==> src/lcaf_pkg.sv <==
// package: register map, field positions, reset values and scaling shifts
package lcaf_pkg;
    localparam int ADDR_W = 6;
    localparam logic [ADDR_W-1:0] ADDR_STATUS = 6'h0B;
    localparam logic [ADDR_W-1:0] ADDR_SHUNT_HIGH = 6'h0C;
    localparam logic [ADDR_W-1:0] ADDR_SHUNT_LOW = 6'h0D;
    localparam logic [ADDR_W-1:0] ADDR_BUS_HIGH = 6'h0E;
    localparam logic [ADDR_W-1:0] ADDR_BUS_LOW = 6'h0F;
    localparam int BIT_LATCH = 15;
    localparam int BIT_SHUNT_OVER = 6;
    localparam int BIT_SHUNT_UNDER = 5;
    localparam int BIT_BUS_OVER = 4;
    localparam int BIT_BUS_UNDER = 3;
    localparam int BIT_POWER_OVER = 2;
    localparam int BIT_CONV_DONE = 1;
    localparam int BIT_MEM_OK = 0;
    localparam logic [15:0] RST_SHUNT_HIGH = 16'h7FFF;
    localparam logic [15:0] RST_SHUNT_LOW = 16'h8000;
    localparam logic [14:0] RST_BUS_HIGH = 15'h7FFF;
    localparam logic [14:0] RST_BUS_LOW = 15'h0000;
    localparam logic RST_LATCH = 1'b0;
    localparam logic RST_MEM_OK = 1'b1;
    // threshold lsb versus result lsb: 5 uV / 312.5 nV and 1.25 uV / 78.125 nV
    localparam int SHIFT_SHUNT_WIDE = 4;
    localparam int SHIFT_SHUNT_NARROW = 4;
    // 3.125 mV / 195.3125 uV, and 256 power lsb
    localparam int SHIFT_BUS = 4;
    localparam int SHIFT_POWER = 8;
    localparam int SHUNT_W = 20;
    localparam int BUS_W = 20;
    localparam int POWER_W = 24;
    // limit flag cells: index order
    localparam int N_LIMIT = 5;
    localparam int IDX_SHUNT_OVER = 0;
    localparam int IDX_SHUNT_UNDER = 1;
    localparam int IDX_BUS_OVER = 2;
    localparam int IDX_BUS_UNDER = 3;
    localparam int IDX_POWER_OVER = 4;
endpackage

==> src/lcaf_limit_compare.sv <==
// comparators of fresh results against thresholds scaled to result lsb
module lcaf_limit_compare
    import lcaf_pkg::*;
(
    // results
    input wire logic signed [lcaf_pkg::SHUNT_W-1:0] shuntResult,
    input wire logic [lcaf_pkg::BUS_W-1:0] busResult,
    input wire logic [lcaf_pkg::POWER_W-1:0] powerResult,
    // thresholds
    input wire logic [15:0] shuntHigh,
    input wire logic [15:0] shuntLow,
    input wire logic [14:0] busHigh,
    input wire logic [14:0] busLow,
    input wire logic [15:0] powerLimit,
    input wire logic shuntRangeSelect,
    // hits
    output logic [lcaf_pkg::N_LIMIT-1:0] hit
);
    import lcaf_pkg::*;
    wire [4:0] shuntShift;
    wire signed [SHUNT_W-1:0] shuntHighExt;
    wire signed [SHUNT_W-1:0] shuntLowExt;
    wire signed [SHUNT_W-1:0] shuntHighScaled;
    wire signed [SHUNT_W-1:0] shuntLowScaled;
    wire [BUS_W-1:0] busHighScaled;
    wire [BUS_W-1:0] busLowScaled;
    wire [POWER_W-1:0] powerScaled;

    // both ranges happen to share the ratio, the select still picks it
    assign shuntShift = shuntRangeSelect ? 5'(SHIFT_SHUNT_NARROW)
                                         : 5'(SHIFT_SHUNT_WIDE);
    assign shuntHighExt = {{(SHUNT_W-16){shuntHigh[15]}}, shuntHigh};
    assign shuntLowExt = {{(SHUNT_W-16){shuntLow[15]}}, shuntLow};
    assign shuntHighScaled = shuntHighExt <<< shuntShift;
    assign shuntLowScaled = shuntLowExt <<< shuntShift;
    assign busHighScaled = {{(BUS_W-15){1'b0}}, busHigh} << SHIFT_BUS;
    assign busLowScaled = {{(BUS_W-15){1'b0}}, busLow} << SHIFT_BUS;
    assign powerScaled = {{(POWER_W-16){1'b0}}, powerLimit} << SHIFT_POWER;

    // signed for shunt, so zero exceeds any negative high threshold
    assign hit[IDX_SHUNT_OVER] = shuntResult > shuntHighScaled;
    assign hit[IDX_SHUNT_UNDER] = shuntResult < shuntLowScaled;
    assign hit[IDX_BUS_OVER] = busResult > busHighScaled;
    assign hit[IDX_BUS_UNDER] = busResult < busLowScaled;
    assign hit[IDX_POWER_OVER] = powerResult > powerScaled;
endmodule

==> src/lcaf_flag_cell.sv <==
// one limit flag, transparent or latched until status read
module lcaf_flag_cell (
    // clock and reset
    input wire logic clk_sys,
    input wire logic reset,
    // control
    input wire logic latchMode,
    input wire logic update,
    input wire logic hit,
    input wire logic clear,
    // flag
    output logic flag
);
    wire next_flag;

    // latched: a hit in the reading cycle survives the clear
    assign next_flag = latchMode ? ((update & hit) | (flag & ~clear))
                                 : (update ? hit : flag);

    always_ff @(posedge clk_sys) begin
        if (reset) begin
            flag <= 1'b0;
        end else begin
            flag <= next_flag;
        end
    end
endmodule

==> src/lcaf_limit_alert.sv <==
// limit comparison, diagnostic flags and threshold registers
module lcaf_limit_alert
    import lcaf_pkg::*;
(
    // clock and reset
    input wire logic clk_sys,
    input wire logic reset,
    // register access from the serial interface
    input wire logic [lcaf_pkg::ADDR_W-1:0] regAddr,
    input wire logic regWrite,
    input wire logic [15:0] regWriteData,
    input wire logic regRead,
    output logic [15:0] regReadData,
    output logic regReadValid,
    // measurement results
    input wire logic shuntValid,
    input wire logic signed [lcaf_pkg::SHUNT_W-1:0] shuntResult,
    input wire logic busValid,
    input wire logic [lcaf_pkg::BUS_W-1:0] busResult,
    input wire logic powerValid,
    input wire logic [lcaf_pkg::POWER_W-1:0] powerResult,
    // conversion and configuration
    input wire logic conversionStart,
    input wire logic conversionDone,
    input wire logic shuntRangeSelect,
    input wire logic [15:0] powerLimit,
    input wire logic trimChecksumError,
    // alarms
    output logic alertActive,
    output logic shuntOverAlarm
);
    import lcaf_pkg::*;

    logic [15:0] shuntHigh;
    logic [15:0] shuntLow;
    logic [14:0] busHigh;
    logic [14:0] busLow;
    logic alertLatchSelect;
    logic conversionDoneFlag;
    logic trimMemoryOk;
    logic [N_LIMIT-1:0] limitFlag;
    logic [N_LIMIT-1:0] cmpHit;

    wire wrShuntHigh;
    wire wrShuntLow;
    wire wrBusHigh;
    wire wrBusLow;
    wire wrStatus;
    wire statusRead;
    wire [N_LIMIT-1:0] cellUpdate;
    wire convClear;
    wire next_conversionDoneFlag;
    wire next_trimMemoryOk;
    wire [15:0] statusWord;
    wire [15:0] readMux;
    wire [15:0] next_regReadData;
    wire next_alertActive;

    // address decode
    assign wrShuntHigh = regWrite && (regAddr == ADDR_SHUNT_HIGH);
    assign wrShuntLow = regWrite && (regAddr == ADDR_SHUNT_LOW);
    assign wrBusHigh = regWrite && (regAddr == ADDR_BUS_HIGH);
    assign wrBusLow = regWrite && (regAddr == ADDR_BUS_LOW);
    assign wrStatus = regWrite && (regAddr == ADDR_STATUS);
    assign statusRead = regRead && (regAddr == ADDR_STATUS);

    // threshold registers; bus bit 15 is never stored
    always_ff @(posedge clk_sys) begin
        if (reset) begin
            shuntHigh <= RST_SHUNT_HIGH;
            shuntLow <= RST_SHUNT_LOW;
            busHigh <= RST_BUS_HIGH;
            busLow <= RST_BUS_LOW;
        end else begin
            if (wrShuntHigh) begin
                shuntHigh <= regWriteData;
            end
            if (wrShuntLow) begin
                shuntLow <= regWriteData;
            end
            if (wrBusHigh) begin
                busHigh <= regWriteData[14:0];
            end
            if (wrBusLow) begin
                busLow <= regWriteData[14:0];
            end
        end
    end

    // only the latch select is writable; status bits belong to hardware
    always_ff @(posedge clk_sys) begin
        if (reset) begin
            alertLatchSelect <= RST_LATCH;
        end else if (wrStatus) begin
            alertLatchSelect <= regWriteData[BIT_LATCH];
        end
    end

    lcaf_limit_compare u_compare (
        .shuntResult(shuntResult),
        .busResult(busResult),
        .powerResult(powerResult),
        .shuntHigh(shuntHigh),
        .shuntLow(shuntLow),
        .busHigh(busHigh),
        .busLow(busLow),
        .powerLimit(powerLimit),
        .shuntRangeSelect(shuntRangeSelect),
        .hit(cmpHit)
    );

    // each flag refreshes only when its own measurement completes
    assign cellUpdate[IDX_SHUNT_OVER] = shuntValid;
    assign cellUpdate[IDX_SHUNT_UNDER] = shuntValid;
    assign cellUpdate[IDX_BUS_OVER] = busValid;
    assign cellUpdate[IDX_BUS_UNDER] = busValid;
    assign cellUpdate[IDX_POWER_OVER] = powerValid;

    genvar gi;
    generate
        for (gi = 0; gi < N_LIMIT; gi = gi + 1) begin : g_flag
            lcaf_flag_cell u_cell (
                .clk_sys(clk_sys),
                .reset(reset),
                .latchMode(alertLatchSelect),
                .update(cellUpdate[gi]),
                .hit(cmpHit[gi]),
                .clear(statusRead),
                .flag(limitFlag[gi])
            );
        end
    endgenerate

    // transparent mode has no read clear, the next start clears it
    assign convClear = alertLatchSelect ? (statusRead | conversionStart)
                                        : conversionStart;
    assign next_conversionDoneFlag = conversionDone
                                   | (conversionDoneFlag & ~convClear);

    // a checksum error is sticky until reset
    assign next_trimMemoryOk = trimMemoryOk & ~trimChecksumError;

    always_ff @(posedge clk_sys) begin
        if (reset) begin
            conversionDoneFlag <= 1'b0;
            trimMemoryOk <= RST_MEM_OK;
        end else begin
            conversionDoneFlag <= next_conversionDoneFlag;
            trimMemoryOk <= next_trimMemoryOk;
        end
    end

    // status word assembly; unassigned bits read zero
    assign statusWord = {alertLatchSelect, 8'h00,
                         limitFlag[IDX_SHUNT_OVER],
                         limitFlag[IDX_SHUNT_UNDER],
                         limitFlag[IDX_BUS_OVER],
                         limitFlag[IDX_BUS_UNDER],
                         limitFlag[IDX_POWER_OVER],
                         conversionDoneFlag,
                         trimMemoryOk};

    assign readMux = (regAddr == ADDR_STATUS) ? statusWord :
                     (regAddr == ADDR_SHUNT_HIGH) ? shuntHigh :
                     (regAddr == ADDR_SHUNT_LOW) ? shuntLow :
                     (regAddr == ADDR_BUS_HIGH) ? {1'b0, busHigh} :
                     (regAddr == ADDR_BUS_LOW) ? {1'b0, busLow} :
                     16'h0000;

    // read data holds the pre-clear status, taken in the clearing cycle
    assign next_regReadData = regRead ? readMux : regReadData;

    // alert lags the flags by one cycle, kept for a registered output
    assign next_alertActive = |limitFlag;

    always_ff @(posedge clk_sys) begin
        if (reset) begin
            regReadData <= 16'h0000;
            regReadValid <= 1'b0;
            alertActive <= 1'b0;
            shuntOverAlarm <= 1'b0;
        end else begin
            regReadData <= next_regReadData;
            regReadValid <= regRead;
            alertActive <= next_alertActive;
            shuntOverAlarm <= limitFlag[IDX_SHUNT_OVER];
        end
    end

    // checks next to the logic they guard
    a_shunt_under_set: assert property (
        @(posedge clk_sys) disable iff (reset)
        (shuntValid && cmpHit[IDX_SHUNT_UNDER])
        |=> limitFlag[IDX_SHUNT_UNDER])
        else $error("shunt under flag not set");

    a_bus_over_set: assert property (
        @(posedge clk_sys) disable iff (reset)
        (busValid && (busResult > {1'b0, busHigh, 4'h0}))
        |=> limitFlag[IDX_BUS_OVER])
        else $error("bus over flag not set");

    a_bus_under_set: assert property (
        @(posedge clk_sys) disable iff (reset)
        (busValid && (busResult < {1'b0, busLow, 4'h0}))
        |=> statusWord[BIT_BUS_UNDER])
        else $error("bus under flag not set");

    a_power_over_set: assert property (
        @(posedge clk_sys) disable iff (reset)
        (powerValid && (powerResult > {powerLimit, 8'h00}))
        |=> limitFlag[IDX_POWER_OVER])
        else $error("power over flag not set");

    a_shunt_over_set: assert property (
        @(posedge clk_sys) disable iff (reset)
        (shuntValid && (shuntResult > $signed({shuntHigh, 4'h0})))
        |=> statusWord[BIT_SHUNT_OVER])
        else $error("shunt over flag not set");

    a_conv_done_set: assert property (
        @(posedge clk_sys) disable iff (reset)
        conversionDone |=> statusWord[BIT_CONV_DONE])
        else $error("conversion flag not set");

    a_conv_read_clear: assert property (
        @(posedge clk_sys) disable iff (reset)
        (alertLatchSelect && statusRead && !conversionDone)
        |=> !conversionDoneFlag)
        else $error("conversion flag not cleared by read");

    a_conv_start_clear: assert property (
        @(posedge clk_sys) disable iff (reset)
        (conversionStart && !conversionDone) |=> !conversionDoneFlag)
        else $error("conversion flag not cleared by start");

    a_latch_read_clear: assert property (
        @(posedge clk_sys) disable iff (reset)
        (alertLatchSelect && statusRead && !shuntValid && !busValid
         && !powerValid) |=> (limitFlag == '0))
        else $error("latched limit flags not cleared by read");

    a_status_read_data: assert property (
        @(posedge clk_sys) disable iff (reset)
        statusRead |=> (regReadData == $past(statusWord)))
        else $error("status read did not return the pre-clear flags");

    a_latch_hold: assert property (
        @(posedge clk_sys) disable iff (reset)
        (alertLatchSelect && !wrStatus && !statusRead
         && limitFlag[IDX_BUS_OVER]) |=> limitFlag[IDX_BUS_OVER])
        else $error("latched flag dropped without read");

    a_transparent_follow: assert property (
        @(posedge clk_sys) disable iff (reset)
        (!alertLatchSelect && busValid)
        |=> (limitFlag[IDX_BUS_UNDER] == $past(cmpHit[IDX_BUS_UNDER])))
        else $error("transparent flag does not follow compare");

    a_alert_any_flag: assert property (
        @(posedge clk_sys) disable iff (reset)
        (limitFlag != '0) |=> alertActive)
        else $error("alert not raised by a set flag");

    a_mem_error_sticky: assert property (
        @(posedge clk_sys) disable iff (reset)
        trimChecksumError |=> !trimMemoryOk [*3])
        else $error("memory ok bit not held low after error");

    a_mem_ok_hold: assert property (
        @(posedge clk_sys) disable iff (reset)
        (trimMemoryOk && !trimChecksumError) |=> trimMemoryOk)
        else $error("memory ok bit dropped without error");

    a_shunt_zero_trip: assert property (
        @(posedge clk_sys) disable iff (reset)
        (shuntValid && (shuntResult == '0) && shuntHigh[15])
        |=> ##1 shuntOverAlarm)
        else $error("zero shunt result did not trip negative threshold");

    a_shunt_high_write: assert property (
        @(posedge clk_sys) disable iff (reset)
        wrShuntHigh |=> (shuntHigh == $past(regWriteData)))
        else $error("shunt high threshold write lost");

    a_bus_msb_zero: assert property (
        @(posedge clk_sys) disable iff (reset)
        (regRead && ((regAddr == ADDR_BUS_HIGH) || (regAddr == ADDR_BUS_LOW)))
        |=> (regReadValid && !regReadData[15]))
        else $error("bus threshold bit 15 read as one");

    a_reset_values: assert property (
        @(posedge clk_sys)
        reset |=> ((shuntHigh == RST_SHUNT_HIGH) && (shuntLow == RST_SHUNT_LOW)
                   && (busHigh == RST_BUS_HIGH) && (busLow == RST_BUS_LOW)
                   && trimMemoryOk))
        else $error("threshold reset values wrong");
endmodule

==> config.mk <==
export PLATFORM = sky130hd
export DESIGN_NAME = lcaf_limit_alert
export DESIGN_NICKNAME = d
export VERILOG_FILES = /design/src/lcaf_pkg.sv /design/src/lcaf_limit_compare.sv /design/src/lcaf_flag_cell.sv /design/src/lcaf_limit_alert.sv
export SDC_FILE = /design/constraint.sdc
export NUM_CORES = 1
export LEC_CHECK = 0
export BUFFER_PORTS_ARGS = -buffer_cell sky130_fd_sc_hd__buf_4
export CAP_MARGIN = 20
export CELL_PAD_IN_SITES_DETAIL_PLACEMENT = 1
export CELL_PAD_IN_SITES_GLOBAL_PLACEMENT = 1
export CORE_ASPECT_RATIO = 1.4
export CORE_MARGIN = 2
export CORE_UTILIZATION = 35
export CTS_CLUSTER_DIAMETER = 60
export DETAILED_ROUTE_END_ITERATION = 7
export HOLD_SLACK_MARGIN = 0.15
export PLACE_DENSITY = 0.81
export SLEW_MARGIN = 10
export SYNTH_ARGS = -nofsm -noshare
export SYNTH_HDL_FRONTEND = slang
export SYNTH_SLANG_ARGS = --single-unit
export TNS_END_PERCENT = 10
==> constraint.sdc <==
create_clock -name clk_sys -period 2.8 [get_ports clk_sys]
set_clock_uncertainty 0.05 [all_clocks]
set_input_delay 0.28 -clock clk_sys [delete_from_list [all_inputs] [get_ports clk_sys]]
set_output_delay 0.28 -clock clk_sys [all_outputs]
set_load 0.01 [all_outputs]
==> results.ini, run 1 <==
[timing]
tns_ps=0
max_slew_margin_pct=56.1
setup_viol=0
period_share_pct=72.2
setup_ws_ps=777
clock.fmax_mhz=494
worstMarginPinSlew_ps=650
rsz0062_at_grt=no
slew_viol_final=0
finalCriticalPeriod_ps=2020
report.final.hold_viol_count=0

[route]
routedWlPerCell_um=17.7
drc=0
dr.pass1.iters=4
drt_iter0_drc=271
dr_total_vias=5333
vias_per_cell=5.35
ant_nets=0
drt_wl_total_um=17700

[logic_synthesis]
postSynth.asyncResetShare_pct=0
yosysWarnings=0
yosysTopAreaCell=dfxtp_1
ys.flop_type=dfxtp_1
syn_area_um2=5660
ys_top_cells_by_area=dfxtp_1, ha_1, inv_1, mux2i_1, a21oi_1
synth_seq_cells=89
syn_avg_cell_area_um2=8.55
synthesis.nets=851
seq_area_frac_synth_pct=31.5
synth.distinct_cells=51
synth_edf_count=0
syn_inst=662
netlist.area_leader.share_pct=31.5

[layout]
area_growth_pct=27.0
finalNetCount=981
final_common_cell=buf_4
instances_no_fill=996
drive_above_1_share_pct=21.0
layout_common_cells=buf_4, dfxtp_1, inv_1
n_antenna_cell=0

[setup_path]
worst-path-max-fanout=2
path_delay_family=compound AO/OA/AOI/OAI gates
slowest_stage=a2111oi_0
critPathCapture=g_flag[0].u_cell.flag
criticalPathCategory=flip-flop to flip-flop
end_kind=flip-flop
rr_worst_depth=7
path_depth=7
start_kind=flip-flop
startpoint=shuntHigh[7]
crit_buf_inv=1
cp_cell_sequence=inv_1 > ha_1 > a211oi_1 > nand2_1 > o211a_1 > a2111oi_0 > o21ai_0
rr_endpoint=g_flag[0].u_cell.flag
worst_path_largest_cell_delay_ps=420
required_ps=2960
r2r_start=shuntHigh[7]
r2r_slack_ps=780
arrival_ps=2180

[clocking]
clk_latency_ps=340
tritoncts=yes
path_clk_slew_ps=60
clock_path_buffers=2
numCtsBuffers=9
htreeDepth=3
cts_sinks=89
cts_root_buf=clkbuf_16
post_cts_resized=0

[place]
place_ws_ps=609
place.gp.congestion=0.816
place_inst=969
port_buffers=130
dp_hpwl_um=13900

[global_route]
grt_pass1_wl_um=27900
grt_max_degree=50
grt_pass1_vias=5524
grt_overflow=0
antenna_found_initial=0
grt_usage_pct=20.3

[floorplan]
start_util_pct=35.3
dieWidth_um=111
pin_count=132
die_height_um=154
core_um2=16000
core.rowCount=55
die_area_um2=17200

[pwr]
irDropWorstVdd_uv=293
p_leak_nw=3.33
finalPower_mw=2.85
powerDensity_nw_per_um2=397

[outcome]
status=completed

[worst_hold_path]
hold_path_class=primary input to flip-flop

[job]
cap_violations=0

==> cell type report <==
cell class | instances | area (um^2)
sequential | 89 | 1780
clock buffer | 10 | 239
timing repair buffer | 148 | 1150
tap | 199 | 249
clock inverter | 6 | 33.8
inverter | 86 | 323
multi-input combinational | 458 | 3410
fill | 1912 | 8840
==> cell usage after synthesis, types with 11 or more instances <==
master,instances
a211o_1,21
a21oi_1,54
a31oi_1,12
clkbuf_1,14
dfxtp_1,89
ha_1,76
inv_1,86
mux2i_1,28
nand2_1,65
nand2b_1,11
nor2_1,56
nor2b_1,19
o211ai_1,18
o21ai_0,12
==> where the power goes <==
group	total, mW	internal [mW]	switching, mW
logic	0.443	0.228	0.215
clock network	1.12	0.619	0.497
registers	1.29	1.28	0.0121
total	2.85	2.13	0.725
==> worst reg2reg max path, delay by kind of cell (launching register included) <==
family	cells	cell delay (ps)
compound gates	4	1030
flops	1	340
fa+ha+maj	1	310
buf+inv	1	80
simple gates	1	90
==> state kept, by name, summed over array words and instances, names as in the netlist <==
signal and count:
alertActive 1, alertLatchSelect 1, busHigh 15, busLow 15
conversionDoneFlag 1, g_flag.u_cell.flag 5, regReadData 16, regReadValid 1
shuntHigh 16, shuntLow 16, shuntOverAlarm 1, trimMemoryOk 1
==> metrics by stage <==
step                util, %  hold WS (ps)  instance area [um^2]
finish                 44.8           149                  7190
global route           44.8           173                  7190
floorplan                 -           348                  5660
CTS                    44.8           152                  7190
global placement       42.5           391                  6810
detailed placement     42.5           390                  6810
==> worst min-delay path by stage <==
stage                     slack [ps]       startpoint  depth (start not counted)                  to
after floorplan                  350   conversionDone                          2  conversionDoneFlag
after global placement           390     trimMemoryOk                          1        trimMemoryOk
after detailed placement         390     trimMemoryOk                          1        trimMemoryOk
after CTS                        150  regWriteData[8]                          2        shuntHigh[8]
after global routing             170  regWriteData[8]                          2        shuntHigh[8]
final                            150  regWriteData[6]                          2        shuntHigh[6]
==> what timing repair did <==
action,CTS,global route
endpoints found under the hold margin,12,0
hold buffers,11,0
buffers inserted,0,0
==> per-layer routing <==
layer | wire length [um] | GRT usage (%) | vias to the layer above
met5 | 0 | 0 | -
met4 | 571 | 8.29 | 0
met3 | 596 | 2.19 | 37
met2 | 9170 | 37.5 | 122
met1 | 7320 | 23.7 | 2590
li1 | - | - | 2584
==> kinds of logic after synthesis <==
family,synth area share [%]
adder cells (fa/ha/maj),16.8
flip-flops,31.5
AND/OR/NAND/NOR,16.8
AO/OA/AOI/OAI,18.0
multiplexers,8.53
buffers and inverters,8.36
(Power assumes the default switching activity.)
==> run 2, diff against run 1 <==
--- a/config.mk
+++ b/config.mk
@@ -15,7 +15,7 @@
 export CTS_CLUSTER_DIAMETER = 60
 export DETAILED_ROUTE_END_ITERATION = 7
 export HOLD_SLACK_MARGIN = 0.15
-export PLACE_DENSITY = 0.81
+export PLACE_DENSITY = 0.83
 export SLEW_MARGIN = 10
 export SYNTH_ARGS = -nofsm -noshare
 export SYNTH_HDL_FRONTEND = slang
==> constraint.sdc (replaced) <==
create_clock -name clk_sys -period 1.6 [get_ports clk_sys]
set_clock_uncertainty 0.05 [all_clocks]
set_input_delay 0.16 -clock clk_sys [delete_from_list [all_inputs] [get_ports clk_sys]]
set_output_delay 0.16 -clock clk_sys [all_outputs]
set_load 0.01 [all_outputs]
==> run 2 against run 1 <==
Effect of this change:
- the flow now finishes with violations (negative setup slack)
- fmax increased by 22%
- wire length rose by 25%
- combinational power rose by 110%
- cell count rose by 7.3%
- global-route usage is 4.5 points higher
- core utilization rose by 6.0 points
- via count is 12% higher
- worst setup slack got worse by 840 ps
- first-iteration DRC count up 10%
- clock power is 78% higher
- cell area increased by 13%
- count of clock-buffer cells in the layout grew 2
- critical path type unchanged
- largest cell class unchanged
- highest routed layer unchanged
==> results.ini, run 2 (same netlist as run 1, synthesis figures left out) <==
[layout]
final_common_cell=buf_4  ; unchanged
area_growth_pct=43.9  ; was 27.0%
n_antenna_cell=0  ; unchanged
finalNetCount=1054  ; was 981
reg_top3=regReadData x16, shuntHigh x16, shuntLow x16  ; unchanged
instances_no_fill=1069  ; was 996
drive_above_1_share_pct=33.1  ; was 21.0%
layout_common_cells=buf_4, inv_1, dfxtp_1  ; was buf_4, dfxtp_1, inv_1

[setup_path]
arrival_ps=1840  ; was 2180 ps
slowest_stage=dfxtp_1  ; was a2111oi_0
start_kind=flip-flop  ; unchanged
worst_path_largest_cell_delay_ps=360  ; was 420 ps
required_ps=1780  ; was 2960 ps
rr_worst_depth=7  ; unchanged
criticalPathCategory=flip-flop to flip-flop  ; unchanged
rr_endpoint=g_flag[0].u_cell.flag  ; unchanged
r2r_slack_ps=-60  ; was 780 ps
r2r_start=shuntHigh[12]  ; was shuntHigh[7]
worst-path-max-fanout=2  ; unchanged
end_kind=flip-flop  ; unchanged
cp_cell_sequence=inv_1 > ha_4 > nand4_1 > nor2_2 > and4_4 > a221o_1 > o21ai_1  ; was inv_1 > ha_1 > a211oi_1 > nand2_1 > o211a_1 > a2111oi_0 > o21ai_0

[outcome]
violations=negative setup slack
status=finished with violations  ; was completed

[timing]
setup_viol=4  ; was 0
finalCriticalPeriod_ps=1660  ; was 2020 ps
slew_viol_final=0  ; unchanged
max_slew_margin_pct=58.0  ; was 56.1%
setup_ws_ps=-61.7  ; was 777 ps
worstMarginPinSlew_ps=622  ; was 650 ps
rsz0062_at_grt=yes  ; was no
report.final.hold_viol_count=0  ; unchanged
clock.fmax_mhz=602  ; was 494 MHz
period_share_pct=104  ; was 72.2%

[route]
vias_per_cell=5.58  ; was 5.35
drt_iter0_drc=298  ; was 271
drt_wl_total_um=22100  ; was 17,700 um
dr_total_vias=5968  ; was 5,333
highest-signal-layer=met4  ; unchanged
wl_met3_um=879  ; was 596 um
wl_met2_um=12000  ; was 9170 um
routedWlPerCell_um=20.7  ; was 17.7 um
ant_nets=0  ; unchanged
dr.pass1.iters=5  ; was 4
drc=0  ; unchanged
wl_met1_um=8340  ; was 7320 um

[global_route]
grt_overflow=0  ; unchanged
grt_pass1_vias=6480  ; was 5,524
grt_usage_pct=24.7  ; was 20.3%
antenna_found_initial=0  ; unchanged
grt_max_degree=54  ; was 50
grt_pass1_wl_um=33700  ; was 27,900 um

[pwr]
finalPower_mw=5.21  ; was 2.85 mW
powerDensity_nw_per_um2=640  ; was 397 nW/um^2
irDropWorstVdd_uv=524  ; was 293 uV
p_leak_nw=3.70  ; was 3.33 nW

[floorplan]
die_height_um=154  ; unchanged
pin_count=132  ; unchanged
dieWidth_um=111  ; unchanged
core.rowCount=55  ; unchanged
die_area_um2=17200  ; unchanged
start_util_pct=35.3  ; unchanged
core_um2=16000  ; unchanged

[clocking]
numCtsBuffers=9  ; unchanged
tritoncts=yes  ; unchanged
clk_latency_ps=350  ; was 340 ps
path_clk_slew_ps=60  ; about the same
htreeDepth=3  ; unchanged
cts_root_buf=clkbuf_16  ; unchanged
clock_path_buffers=2  ; unchanged
cts_sinks=89  ; unchanged

[worst_hold_path]
hold_path_class=primary input to flip-flop  ; unchanged
holdPathStages=3  ; was 2
hold_start=regAddr[1]  ; was regWriteData[6]
min_to=regReadData[2]  ; was shuntHigh[6]

[place]
place.gp.congestion=0.873  ; was 0.816
place_inst=1026  ; was 969
port_buffers=130  ; unchanged
dp_hpwl_um=15300  ; was 13,900 um

[job]
cap_violations=0  ; unchanged

==> run 2: cell types whose count changed in the layout (fill, tap and decap cells not counted), sizes merged <==
cell,change
buf,+59
dlygate4sd3,+14
clkinvlp,+2
clkinv,-4
clkbuf,+2
==> run 2: per-layer routing <==
| metal | GRT usage [%] | vias up |
|---|---|---|
| met2 | 46.4 | 212 |
| met5 | 0 | - |
| li1 | - | 2734 |
| met3 | 3.57 | 64 |
| met4 | 12.5 | 0 |
| met1 | 26.8 | 2958 |
==> run 2: final cells by class <==
| cell class | count | area [um^2] |
|---|---|---|
| Fill cell | 1892 | 7890 |
| Multi-Input combinational cell | 458 | 3690 |
| Sequential cell | 89 | 1810 |
| Timing Repair Buffer | 221 | 1800 |
| Inverter | 86 | 325 |
| Tap cell | 199 | 249 |
| Clock buffer | 12 | 246 |
| Clock inverter | 4 | 28.8 |
==> run 2: how the worst max path moves through the flow <==
stage	startpoint	to	slack [ps]	cells after the start
after CTS	shuntHigh[7]	g_flag[0].u_cell.flag	-70	7
after global placement	shuntHigh[15]	g_flag[0].u_cell.flag	-170	6
final	shuntHigh[12]	g_flag[0].u_cell.flag	-60	7
after global routing	shuntHigh[12]	g_flag[0].u_cell.flag	-130	7
after floorplan	shuntHigh[7]	g_flag[0].u_cell.flag	-3	7
after detailed placement	shuntHigh[7]	g_flag[0].u_cell.flag	-270	7
==> run 2: repair_timing <==
action | 4_1_cts | 5_1_grt
hold buffers | 25 | 0
endpoints found under the hold margin | 70 | 0
gates resized for setup | 33 | 46
setup endpoints to repair | 4 | 4
setup buffers | 1 | 2
pin swaps | 5 | 13
==> run 2: worst max-delay path, delay by kind of cell, from the launching register on <==
| kind | cells | cell delay (ps) |
|---|---|---|
| adder cells (fa/ha/maj) | 1 | 290 |
| AND/OR/NAND/NOR | 3 | 540 |
| flip-flops | 1 | 360 |
| buffers and inverters | 1 | 100 |
| AO/OA/AOI/OAI | 2 | 200 |
==> run 2: power breakdown <==
| part | switching (mW) | total [mW] | internal (mW) |
|---|---|---|---|
| combinational | 0.451 | 0.950 | 0.499 |
| clock | 0.896 | 1.99 | 1.10 |
| sequential | 0.0238 | 2.27 | 2.24 |
| total | 1.37 | 5.21 | 3.84 |
==> run 2: per-stage QoR <==
step | cell area [um^2] | hold WS (ps) | worst slack (ps) | util [%] | setup TNS [ps]
finish | 8150 | 227 | -61.7 | 50.8 | -151
global route | 8150 | 221 | -125 | 50.8 | -419
CTS | 7970 | 171 | -72.2 | 49.7 | -223
detailed placement | 7300 | 343 | -271 | 45.5 | -4850
global placement | 7300 | 317 | -168 | 45.5 | -2540
floorplan | 5660 | 228 | -2.95 | - | -2.95
